===== src/swdt_pkg.sv =====
// constants and types shared by the system watchdog timer
package swdt_pkg;

    // ********************************
    // register byte offsets
    // ********************************
    localparam logic [7:0] OFF_WD_CTRL    = 8'h00; // watchdog_control
    localparam logic [7:0] OFF_CLK_CTRL   = 8'h04; // clock_control
    localparam logic [7:0] OFF_IRQ_ENABLE = 8'h08; // extended / global irq enables
    localparam logic [7:0] OFF_IRQ_STATUS = 8'h0c; // sticky events, write one to clear
    localparam logic [7:0] OFF_IRQ_MASK   = 8'h10; // event mask
    localparam logic [7:0] OFF_TIMED_ACC  = 8'h14; // timed access key register

    // ********************************
    // field positions
    // ********************************
    localparam int WDC_RESTART_BIT   = 0; // wd_restart
    localparam int WDC_RST_EN_BIT    = 1; // wd_reset_enable
    localparam int WDC_CAUSE_BIT     = 2; // wd_reset_cause_flag
    localparam int WDC_TIMEOUT_BIT   = 3; // wd_timeout_flag
    localparam int CKC_SEL_LO_BIT    = 6; // wd_interval_sel_lo
    localparam int CKC_SEL_HI_BIT    = 7; // wd_interval_sel_hi
    localparam int IEN_WD_BIT        = 4; // watchdog bit of extended_irq_enable
    localparam int IEN_GLOBAL_BIT    = 7; // global_irq_enable
    localparam int EVT_TIMEOUT_BIT   = 0;
    localparam int EVT_WD_RESET_BIT  = 1;

    // ********************************
    // reset values
    // ********************************
    localparam logic [1:0] RST_INTERVAL_SEL = 2'h0; // shortest interval
    localparam logic [1:0] RST_IRQ_MASK     = 2'h0;

    // ********************************
    // timing and keys
    // ********************************
    localparam logic [7:0] TA_KEY_FIRST     = 8'haa;
    localparam logic [7:0] TA_KEY_SECOND    = 8'h55;
    localparam int         TA_WINDOW_CLKS   = 8;   // clocks a key stage stays open
    localparam int         POST_TIMEOUT_CLKS = 512; // grace period before reset
    localparam int         MACHINE_CYCLE_CLKS = 4;
    localparam int         WD_RST_CLKS      = 2 * MACHINE_CYCLE_CLKS;

    // timed access sequencer states
    typedef enum logic [1:0] {
        SWDT_TA_IDLE = 2'b00,
        SWDT_TA_KEY1 = 2'b01,
        SWDT_TA_OPEN = 2'b10
    } swdt_ta_t;

endpackage


===== src/swdt_top.sv =====
// system watchdog timer with apb register access
`timescale 1ns/10ps

// Summary of operation
// (RQ1) count clocks to selected power-of-two interval
// (RQ2) interval end sets timeout flag
// (RQ3) reset 512 clocks later unless restarted
// (RQ4) reset lasts two machine cycles, sets cause
// (RQ5) restart bit clears counter, self clears
// (RQ6) irq needs flag, own and global enable; only wd_irq_req does, the irq output is status and mask alone
// (RQ7) interrupt and reset paths are independent
// (RQ8) flag sets every interval even when disabled
// (RQ9) power reset disables watchdog reset function
// (RQ10) watchdog reset restarts counting, stays enabled
// (RQ11) timeout flag cleared by software or reset
// (RQ12) cause flag cleared by software, power-fail
// (RQ13) reset enable clear leaves counter running
// (RQ14) software restarts within 512 after timeout
// (RQ15) interval select resets to shortest
// (RQ16) protected bits need timed access sequence
// (RQ17) field positions in control registers
// (RQ18) restart cancels pending post-timeout countdown
module swdt_top import swdt_pkg::*; #(
    parameter int INTERVAL_0 = 131072,
    parameter int INTERVAL_1 = 1048576,
    parameter int INTERVAL_2 = 8388608,
    parameter int INTERVAL_3 = 67108864
) (
    // clock and reset
    input  wire logic        pclk,
    input  wire logic        presetn,
    // apb slave
    input  wire logic        psel,
    input  wire logic        penable,
    input  wire logic        pwrite,
    input  wire logic [7:0]  paddr,
    input  wire logic [31:0] pwdata,
    output logic      [31:0] prdata,
    output logic             pready,
    output logic             pslverr,
    // power-fail reset request, asynchronous
    input  wire logic        power_fail_rst,
    // system outputs
    output logic             wd_sys_reset,
    output logic             wd_irq_req,
    output logic             irq
);

    // ********************************
    // functions
    // ********************************
    // last count value of the interval for a select code, interval length in clocks minus one
    function automatic logic [25:0] interval_last(input logic [1:0] sel);
        int n;
        case (sel)
            2'h0: n = INTERVAL_0;
            2'h1: n = INTERVAL_1;
            2'h2: n = INTERVAL_2;
            default: n = INTERVAL_3;
        endcase
        return 26'(n - 1);
    endfunction

    // ********************************
    // state
    // ********************************
    logic [31:0] prdata_ff;
    logic        pready_ff;
    logic        pslverr_ff;
    logic        pf_sync1_ff;
    logic        pf_sync2_ff;
    swdt_ta_t    ta_state_ff;
    logic [3:0]  ta_cnt_ff;
    logic [25:0] counter_ff;
    logic        post_active_ff;
    logic [9:0]  post_cnt_ff;
    logic [3:0]  rst_cnt_ff;
    logic        wd_sys_reset_ff;
    logic        wd_irq_req_ff;
    logic        irq_ff;
    logic        wd_timeout_flag_ff;
    logic        wd_reset_cause_flag_ff;
    logic        wd_reset_enable_ff;
    logic        wd_restart_ff;
    logic [1:0]  sel_ff;
    logic        ie_wd_ff;
    logic        ie_global_ff;
    logic [1:0]  stat_ff;
    logic [1:0]  mask_ff;

    // ********************************
    // apb decode
    // ********************************
    wire hit_wdc  = (paddr == OFF_WD_CTRL);
    wire hit_ckc  = (paddr == OFF_CLK_CTRL);
    wire hit_ien  = (paddr == OFF_IRQ_ENABLE);
    wire hit_stat = (paddr == OFF_IRQ_STATUS);
    wire hit_mask = (paddr == OFF_IRQ_MASK);
    wire hit_ta   = (paddr == OFF_TIMED_ACC);
    wire mapped   = hit_wdc | hit_ckc | hit_ien | hit_stat | hit_mask | hit_ta;
    wire setup    = psel & ~penable;
    wire wr_acc   = psel & penable & pready_ff & pwrite & mapped;
    wire wr_wdc   = wr_acc & hit_wdc;
    wire wr_ta    = wr_acc & hit_ta;
    wire ta_open  = (ta_state_ff == SWDT_TA_OPEN);
    // (RQ16) protected write gate
    wire prot_wr  = wr_wdc & ta_open;

    // read mux, reserved bits zero
    wire [7:0] rd_wdc = {4'h0, wd_timeout_flag_ff, wd_reset_cause_flag_ff, wd_reset_enable_ff, wd_restart_ff};
    wire [7:0] rd_ckc = {sel_ff, 6'h00};
    wire [7:0] rd_ien = {ie_global_ff, 2'h0, ie_wd_ff, 4'h0};
    wire [7:0] rd_sel = hit_wdc  ? rd_wdc :
                        hit_ckc  ? rd_ckc :
                        hit_ien  ? rd_ien :
                        hit_stat ? {6'h00, stat_ff} :
                        hit_mask ? {6'h00, mask_ff} :
                        hit_ta   ? {7'h00, ta_open} : 8'h00;
    wire [31:0] nxt_prdata  = (setup & ~pwrite) ? {24'h000000, rd_sel} : prdata_ff;
    wire        nxt_pready  = setup;
    wire        nxt_pslverr = setup & ~mapped;

    // apb response registers, no wait states per access
    always_ff @(posedge pclk or negedge presetn) begin
        if (!presetn) begin
            prdata_ff  <= 32'h00000000;
            pready_ff  <= 1'b0;
            pslverr_ff <= 1'b0;
        end else begin
            prdata_ff  <= nxt_prdata;
            pready_ff  <= nxt_pready;
            pslverr_ff <= nxt_pslverr;
        end
    end

    // ********************************
    // power-fail synchroniser
    // ********************************
    always_ff @(posedge pclk or negedge presetn) begin
        if (!presetn) begin
            pf_sync1_ff <= 1'b0;
            pf_sync2_ff <= 1'b0;
        end else begin
            pf_sync1_ff <= power_fail_rst;
            pf_sync2_ff <= pf_sync1_ff;
        end
    end
    wire pf_lvl = pf_sync2_ff;

    // ********************************
    // timed access sequencer
    // ********************************
    swdt_ta_t   nxt_ta_state;
    logic [3:0] nxt_ta_cnt;
    wire        ta_expired = (ta_cnt_ff == 4'(TA_WINDOW_CLKS - 1));
    always_comb begin
        nxt_ta_state = ta_state_ff;
        nxt_ta_cnt   = ta_cnt_ff + 4'h1;
        case (ta_state_ff)
            SWDT_TA_IDLE: begin
                nxt_ta_cnt = 4'h0;
                if (wr_ta && pwdata[7:0] == TA_KEY_FIRST) begin
                    nxt_ta_state = SWDT_TA_KEY1;
                end
            end
            SWDT_TA_KEY1: begin
                if (wr_ta && pwdata[7:0] == TA_KEY_SECOND) begin
                    nxt_ta_state = SWDT_TA_OPEN;
                    nxt_ta_cnt   = 4'h0;
                end else if (wr_ta || ta_expired) begin
                    nxt_ta_state = SWDT_TA_IDLE;
                end
            end
            SWDT_TA_OPEN: begin
                if (prot_wr || ta_expired) begin
                    nxt_ta_state = SWDT_TA_IDLE;
                end
            end
            default: nxt_ta_state = SWDT_TA_IDLE;
        endcase
    end

    always_ff @(posedge pclk or negedge presetn) begin
        if (!presetn) begin
            ta_state_ff <= SWDT_TA_IDLE;
            ta_cnt_ff   <= 4'h0;
        end else begin
            ta_state_ff <= nxt_ta_state;
            ta_cnt_ff   <= nxt_ta_cnt;
        end
    end

    // ********************************
    // watchdog counter and post-timeout wait
    // ********************************
    wire wd_rst_active = wd_sys_reset_ff;
    // (RQ1) interval compare
    wire timeout_hit = (counter_ff == interval_last(sel_ff)) & ~wd_rst_active;
    wire post_end    = post_active_ff & (post_cnt_ff == 10'(POST_TIMEOUT_CLKS - 1));
    // (RQ3) reset only when enabled
    // (RQ13) enable gates the reset alone
    wire fire        = post_end & wd_reset_enable_ff & ~wd_restart_ff & ~pf_lvl;
    // (RQ5) restart or reset clears count
    wire [25:0] nxt_counter = (wd_restart_ff | wd_rst_active | fire | pf_lvl | timeout_hit) ? 26'h0000000
                                                                                            : counter_ff + 26'h0000001;
    // (RQ18) restart cancels grace period
    wire        nxt_post_active = ~(wd_restart_ff | wd_rst_active | pf_lvl | post_end) &
                                  (timeout_hit | post_active_ff);
    wire [9:0]  nxt_post_cnt    = (timeout_hit | ~post_active_ff) ? 10'h000 : post_cnt_ff + 10'h001;
    // (RQ4) two machine cycle reset
    wire [3:0]  nxt_rst_cnt     = fire ? 4'(WD_RST_CLKS) : (rst_cnt_ff != 4'h0) ? rst_cnt_ff - 4'h1 : 4'h0;

    always_ff @(posedge pclk or negedge presetn) begin
        if (!presetn) begin
            counter_ff      <= 26'h0000000;
            post_active_ff  <= 1'b0;
            post_cnt_ff     <= 10'h000;
            rst_cnt_ff      <= 4'h0;
            wd_sys_reset_ff <= 1'b0;
        end else begin
            counter_ff      <= nxt_counter;
            post_active_ff  <= nxt_post_active;
            post_cnt_ff     <= nxt_post_cnt;
            rst_cnt_ff      <= nxt_rst_cnt;
            wd_sys_reset_ff <= (nxt_rst_cnt != 4'h0);
        end
    end

    // ********************************
    // control register bits
    // ********************************
    // (RQ2) flag set wins over software clear, (RQ8) regardless of enables
    // (RQ11) any reset clears the flag
    wire nxt_wd_timeout_flag     = (pf_lvl | wd_rst_active) ? 1'b0 :
                                   timeout_hit              ? 1'b1 :
                                   (prot_wr & ~pwdata[WDC_TIMEOUT_BIT]) ? 1'b0 : wd_timeout_flag_ff;
    // (RQ12) cause flag, never set while reset disabled
    wire nxt_wd_reset_cause_flag = pf_lvl ? 1'b0 :
                                   fire   ? 1'b1 :
                                   (wr_wdc & ~pwdata[WDC_CAUSE_BIT]) ? 1'b0 : wd_reset_cause_flag_ff;
    // (RQ9) power-fail disables, (RQ10) watchdog reset keeps enable
    wire nxt_wd_reset_enable     = pf_lvl ? 1'b0 : prot_wr ? pwdata[WDC_RST_EN_BIT] : wd_reset_enable_ff;
    // (RQ5) self-clearing restart
    wire nxt_wd_restart          = prot_wr & pwdata[WDC_RESTART_BIT] & ~pf_lvl;
    // (RQ17) interval select at bits 7:6
    wire [1:0] nxt_sel = (wr_acc & hit_ckc) ? pwdata[CKC_SEL_HI_BIT:CKC_SEL_LO_BIT] : sel_ff;

    // (RQ15) shortest interval after reset
    always_ff @(posedge pclk or negedge presetn) begin
        if (!presetn) begin
            wd_timeout_flag_ff     <= 1'b0;
            wd_reset_cause_flag_ff <= 1'b0;
            wd_reset_enable_ff     <= 1'b0;
            wd_restart_ff          <= 1'b0;
            sel_ff                 <= RST_INTERVAL_SEL;
        end else begin
            wd_timeout_flag_ff     <= nxt_wd_timeout_flag;
            wd_reset_cause_flag_ff <= nxt_wd_reset_cause_flag;
            wd_reset_enable_ff     <= nxt_wd_reset_enable;
            wd_restart_ff          <= nxt_wd_restart;
            sel_ff                 <= nxt_sel;
        end
    end

    // ********************************
    // interrupts
    // ********************************
    wire       nxt_ie_wd     = (wr_acc & hit_ien) ? pwdata[IEN_WD_BIT] : ie_wd_ff;
    wire       nxt_ie_global = (wr_acc & hit_ien) ? pwdata[IEN_GLOBAL_BIT] : ie_global_ff;
    wire [1:0] nxt_mask      = (wr_acc & hit_mask) ? pwdata[1:0] : mask_ff;
    wire [1:0] evt_set       = {fire, timeout_hit};
    wire [1:0] stat_clr      = (wr_acc & hit_stat) ? pwdata[1:0] : 2'h0;
    // sticky events, set wins over write-one clear
    wire [1:0] nxt_stat      = evt_set | (stat_ff & ~stat_clr);
    // (RQ6) request needs all three
    // (RQ7) independent of reset path
    wire       nxt_wd_irq    = nxt_wd_timeout_flag & nxt_ie_wd & nxt_ie_global;
    wire       nxt_irq       = |(nxt_stat & nxt_mask);

    always_ff @(posedge pclk or negedge presetn) begin
        if (!presetn) begin
            ie_wd_ff      <= 1'b0;
            ie_global_ff  <= 1'b0;
            mask_ff       <= RST_IRQ_MASK;
            stat_ff       <= 2'h0;
            wd_irq_req_ff <= 1'b0;
            irq_ff        <= 1'b0;
        end else begin
            ie_wd_ff      <= nxt_ie_wd;
            ie_global_ff  <= nxt_ie_global;
            mask_ff       <= nxt_mask;
            stat_ff       <= nxt_stat;
            wd_irq_req_ff <= nxt_wd_irq;
            irq_ff        <= nxt_irq;
        end
    end

    // outputs straight from flops
    assign prdata       = prdata_ff;
    assign pready       = pready_ff;
    assign pslverr      = pslverr_ff;
    assign wd_sys_reset = wd_sys_reset_ff;
    assign wd_irq_req   = wd_irq_req_ff;
    assign irq          = irq_ff;

    // ********************************
    // assertions
    // ********************************
    property p_timeout_flag;
        @(posedge pclk) disable iff (!presetn)
        (timeout_hit && !pf_lvl) |=> wd_timeout_flag_ff && stat_ff[EVT_TIMEOUT_BIT];
    endproperty
    a_timeout_flag: assert property (p_timeout_flag) else $error("timeout did not set flag"); // RQ2

    property p_interval_len;
        @(posedge pclk) disable iff (!presetn)
        (counter_ff != interval_last(sel_ff) && !wd_restart_ff && !wd_rst_active && !fire && !pf_lvl)
            |=> counter_ff == $past(counter_ff) + 26'h0000001;
    endproperty
    a_interval_len: assert property (p_interval_len) else $error("counter skipped a clock"); // RQ1

    property p_reset_after_grace;
        @(posedge pclk) disable iff (!presetn)
        (post_end && wd_reset_enable_ff && !wd_restart_ff && !pf_lvl) |=> wd_sys_reset_ff && wd_reset_cause_flag_ff;
    endproperty
    a_reset_after_grace: assert property (p_reset_after_grace) else $error("no reset after grace"); // RQ3

    property p_reset_length;
        @(posedge pclk) disable iff (!presetn)
        $rose(wd_sys_reset_ff) |-> wd_sys_reset_ff [*8] ##1 !wd_sys_reset_ff;
    endproperty
    a_reset_length: assert property (p_reset_length) else $error("reset length wrong"); // RQ4

    property p_restart_clears;
        @(posedge pclk) disable iff (!presetn)
        wd_restart_ff |=> counter_ff == 26'h0000000 && !post_active_ff && !wd_restart_ff;
    endproperty
    a_restart_clears: assert property (p_restart_clears) else $error("restart did not clear"); // RQ5

    property p_irq_req;
        @(posedge pclk) disable iff (!presetn)
        wd_irq_req_ff |-> wd_timeout_flag_ff && ie_wd_ff && ie_global_ff;
    endproperty
    a_irq_req: assert property (p_irq_req) else $error("irq without all enables"); // RQ6

    property p_no_reset_disabled;
        @(posedge pclk) disable iff (!presetn)
        (post_end && !wd_reset_enable_ff) |=> !$rose(wd_sys_reset_ff) && $stable(wd_reset_cause_flag_ff) ||
                                              $fell(wd_reset_cause_flag_ff);
    endproperty
    a_no_reset_disabled: assert property (p_no_reset_disabled) else $error("reset while disabled"); // RQ13

    property p_pf_disables;
        @(posedge pclk) disable iff (!presetn)
        pf_lvl |=> !wd_reset_enable_ff && !wd_reset_cause_flag_ff && !wd_timeout_flag_ff;
    endproperty
    a_pf_disables: assert property (p_pf_disables) else $error("power-fail left watchdog on"); // RQ9

    property p_unprotected_ignored;
        @(posedge pclk) disable iff (!presetn)
        (wr_wdc && !ta_open && !pf_lvl) |=> $stable(wd_reset_enable_ff) && !wd_restart_ff;
    endproperty
    a_unprotected_ignored: assert property (p_unprotected_ignored) else $error("unprotected write took"); // RQ16

    property p_wd_reset_keeps_enable;
        @(posedge pclk) disable iff (!presetn)
        (wd_sys_reset_ff && !pf_lvl && !prot_wr) |=> $stable(wd_reset_enable_ff) && counter_ff == 26'h0000000;
    endproperty
    a_wd_reset_keeps_enable: assert property (p_wd_reset_keeps_enable) else $error("wd reset lost enable"); // RQ10

endmodule


===== config.mk =====
export PLATFORM = sky130hd
export DESIGN_NAME = swdt_top
export DESIGN_NICKNAME = d
export VERILOG_FILES = /design/src/swdt_pkg.sv /design/src/swdt_top.sv
export SDC_FILE = /design/constraint.sdc
export NUM_CORES = 1
export LEC_CHECK = 0
export BUFFER_PORTS_ARGS = -buffer_cell sky130_fd_sc_hd__buf_2
export CAP_MARGIN = 20
export CORE_ASPECT_RATIO = 0.6
export CORE_MARGIN = 2
export CORE_UTILIZATION = 35
export CTS_BUF_LIST = sky130_fd_sc_hd__clkbuf_4
export DETAILED_ROUTE_END_ITERATION = 8
export PLACE_DENSITY = 0.59
export SYNTH_ARGS = -nofsm -noshare
export SYNTH_HDL_FRONTEND = slang
export SYNTH_SLANG_ARGS = --single-unit

===== constraint.sdc =====
create_clock -name pclk -period 2.29 [get_ports pclk]
set_input_delay 0.3435 -clock pclk [delete_from_list [all_inputs] [get_ports pclk]]
set_output_delay 0.3435 -clock pclk [all_outputs]
set_load 0.1 [all_outputs]

==> out/qor.csv <==
stage,metric,value,unit
power,Pint,0.00178,W
logic_synthesis,"area leader, netlist",dfrtp_1,
grt,vias in the first global route,2633,
floorplanning,die area,11700,um2
sta,Max Clk Rate,439,MHz
power,Switch Pwr,0.000733,W
clock_tree,CTS tree,built,
clock_tree,Clock transition at path regs,0.12,ns
drt,drt drc,0,
logic_synthesis,top post-synthesis cells by area,"dfrtp_1 (48%), xnor2_1 (5.6%), nor2_1 (5.3%)",
final_layout,fin util,41.2,%
placement,final RePlAce weighted congestion,0.800,
grt,grt met2 use,18.8,%
final_layout,layout overhead on the synthesized area,14.8,%
sta,Final setup violation count,0,
logic_synthesis,number of flops mapped to enable cells by yosys,0,
clock_tree,Post-CTS Setup Inserts,0,
final_layout,"commonest non-fill, non-tap cell in the layout",dfrtp_1,
logic_synthesis,fraction of registers with async set/reset,100,%
power,Sequential Power Share,51.9,%
sta,Fin Clk Skew,0.0116,ns
critical_path,crit path kind,reg -> reg,
critical_path,crit path capture type,flip-flop,
clock_tree,Num CTS Buffers,9,
grt,GR met1 Demand/Resource,22.5,%
logic_synthesis,Synth cell types,55,
drt,DR iter-0 viols,240,
grt,busiest grt layer,met1,
logic_synthesis,adder-cell area share of the yosys netlist,1.66,%
logic_synthesis,Post-Synthesis Cell Area,3780,um2
sta,final hold viol count,0,
clock_tree,CTS max path bufs,2,
drt,via count,2796,
sta,Setup TNS,0,ns
logic_synthesis,Synth top area share,48.4,%
sta,RSZ-0062 raised after global routing,true,
grt,"Remaining Overflow, GRT",0,
drt,ANT nets after route,0,
logic_synthesis,Syn Inst Count,388,
critical_path,WP data required,2.65,ns
logic_synthesis,Ys Warns,0,
placement,DP HPWL,5760,um
floorplanning,Die Span Y,84.5,um
sta,Hold WS,0.207,ns
floorplanning,core area,10500,um2
logic_synthesis,Synth Register Bits,73,
placement,I/O Buffers,33,
placement,setup slack at placement,-0.0547,ns
floorplanning,Rows,29,
floorplanning,Starting Density,35.9,%
grt,initial antenna violation count,0,
final_layout,"commonest non-fill, non-tap cells in the layout","dfrtp_1 (72), nor2_1 (53), nand2_1 (38)",
final_layout,final net count,489,
drt,vias per std cell,4.80,
power,combinational share of power,12.2,%
final_layout,ANT cells,0,
logic_synthesis,mux cell area share after synthesis,2.12,%
logic_synthesis,"Primary FF master, synth",dfrtp_1,
critical_path,Worst Path Arrival,2.64,ns
sta,fin crit period,2.28,ns
sta,"Period Utilization, post-route",99.5,%
clock_tree,clock sink count,73,
floorplanning,overall die width,138,um
logic_synthesis,Compound-Gate Fraction of Synth Area,6.03,%
logic_synthesis,main combinational cell family by area after synthesis,simple AND/OR/NAND/NOR gates,
sta,Worst Tran Pin Value,0.546,ns
power,peak supply drop,243,uV
drt,final WL,7810,um
drt,drt pass-1 iters,5,
sta,relative slew slack,62.7,%
logic_synthesis,"Seq/Total Area, Yosys",48.4,%
critical_path,crit-path max FO,7,
run,Max Cap Viol,0,
power,clock share of power,35.9,%
power,leak pwr,1.92,nW
clock_tree,CTS H-tree depth,3,
clock_tree,clock root cell,clkbuf_4,
drt,DR WL/cell,13.4,um
grt,first-pass GRT wire length,13400,um
critical_path,Startpoint Class,flip-flop,
logic_synthesis,XOR/XNOR share of the synthesized area,7.89,%
power,power after layout,0.00251,W
logic_synthesis,Avg Inst Size Synth,9.73,um2
clock_tree,"Clk Latency, worst-skew pair",0.43,ns
grt,pin count of the biggest net entering global routing,54,
final_layout,layout cells sized above 1,19.0,%
power,switch share,29.2,%
min_path,Hold/Removal Path Class,in -> reg,
grt,GR Layer Usage met3,5.02,%
grt,GRT Overall Usage,14.4,%
power,pwr dens,580,nW/um2
sta,Final Slew Violations,0,
floorplanning,# IOs,83,
status,outcome,"complete, no violations",
sta,Final WS setup,0.0121,ns
logic_synthesis,Simple-Gate Fraction of Synth Area,26.6,%
## power groups by stage
stage	Clock, W	Sequential, W	Combinational [W]
4_1_cts	0.000945	0.00130	0.000309
5_1_grt	0.00100	0.00131	0.000325
3_5_place_dp	0	0.00133	0.000305
3_3_place_gp	0	0.00133	0.000303
6_report	0.000903	0.00130	0.000307
2_1_floorplan	0	0.00134	0.000254
## registers in the layout, summed over array words and instances, names as in the netlist, 2 cells and up
signal and flops:
counter_ff 26, mask_ff 2, post_cnt_ff 10, prdata 7, rst_cnt_ff 4, sel_ff 2
stat_ff 2, ta_cnt_ff 4, ta_state_ff 2
## cell type report
| cell class | count | area (um2) |
|---|---|---|
| inverter | 14 | 52.6 |
| fill | 1044 | 6190 |
| multi-input combinational | 294 | 1820 |
| clock inverter | 7 | 93.8 |
| sequential | 73 | 1830 |
| timing repair buffer | 46 | 300 |
| tap | 139 | 174 |
| clock buffer | 9 | 67.6 |
## cells in the mapped netlist (4+ instances only)
cell       n
nand2_1   38
xnor2_1   24
nor2_1    53
nor3_1    15
dfrtp_1   73
buf_4     25
and3_1     5
nand2b_1   7
a21oi_1    9
nor4bb_1   4
o21ai_0    6
nor4_1     8
xor2_1    10
nand4_1    8
inv_1     14
mux2_2     4
ha_1       5
nand3_1   18
or3_1      7
## metal layers
metal | routed length, um | part of all wire, %
met3 | 427 | 5.5
met2 | 3030 | 39
met1 | 4280 | 55
met5 | 0 | 0
met4 | 66 | 0.85
## cell families after synthesis
| logic type | count (synthesis) |
|---|---|
| xor gates and xnor gates | 34 |
| other | 1 |
| adders and majority gates | 5 |
| DFF | 73 |
| AOI/OAI and AO/OA | 31 |
| muxes | 7 |
| buffers and inverters | 45 |
| and+or+nand+nor | 192 |
## worst paths after layout
check / startpoint / to / slack, ns / depth (start not counted)
max: sel_ff[1] / wd_irq_req / 0.01 / 8
min: pwdata[0] / wd_restart_ff / 0.21 / 2
max reg2reg: sel_ff[1] / wd_irq_req / 0.01 / 8
min reg2reg: pf_sync1_ff / pf_lvl / 0.37 / 0
max in group asynchronous: presetn / pready / 1.22 / 3
min in group asynchronous: presetn / ta_cnt_ff[1] / 0.39 / 2
## critical path: stages (launching register included)
cell and delay [ns]:
dfrtp_1 0.41, or2_4 0.27, ha_4 0.16, or3_4 0.33, a2111oi_4 0.30, o2111ai_2 0.16, buf_6 0.17, a211oi_4 0.24
a21boi_2 0.18
## metrics by stage
| stage | instances | cell area, um2 |
|---|---|---|
| 5_1_grt | 582 | 4340 |
| 3_3_place_gp | 564 | 4100 |
| 2_1_floorplan | 412 | 3880 |
| 4_1_cts | 582 | 4310 |
| 6_report | 582 | 4340 |
| 3_5_place_dp | 564 | 4100 |
## what timing repair did
action,4_1_cts,5_1_grt
setup endpoints to repair,28,28
endpoints found under the hold margin,21,0
gates resized for setup,6,4
pin swaps,2,0
hold buffers,2,0
Power figures use the tool's default switching activity.
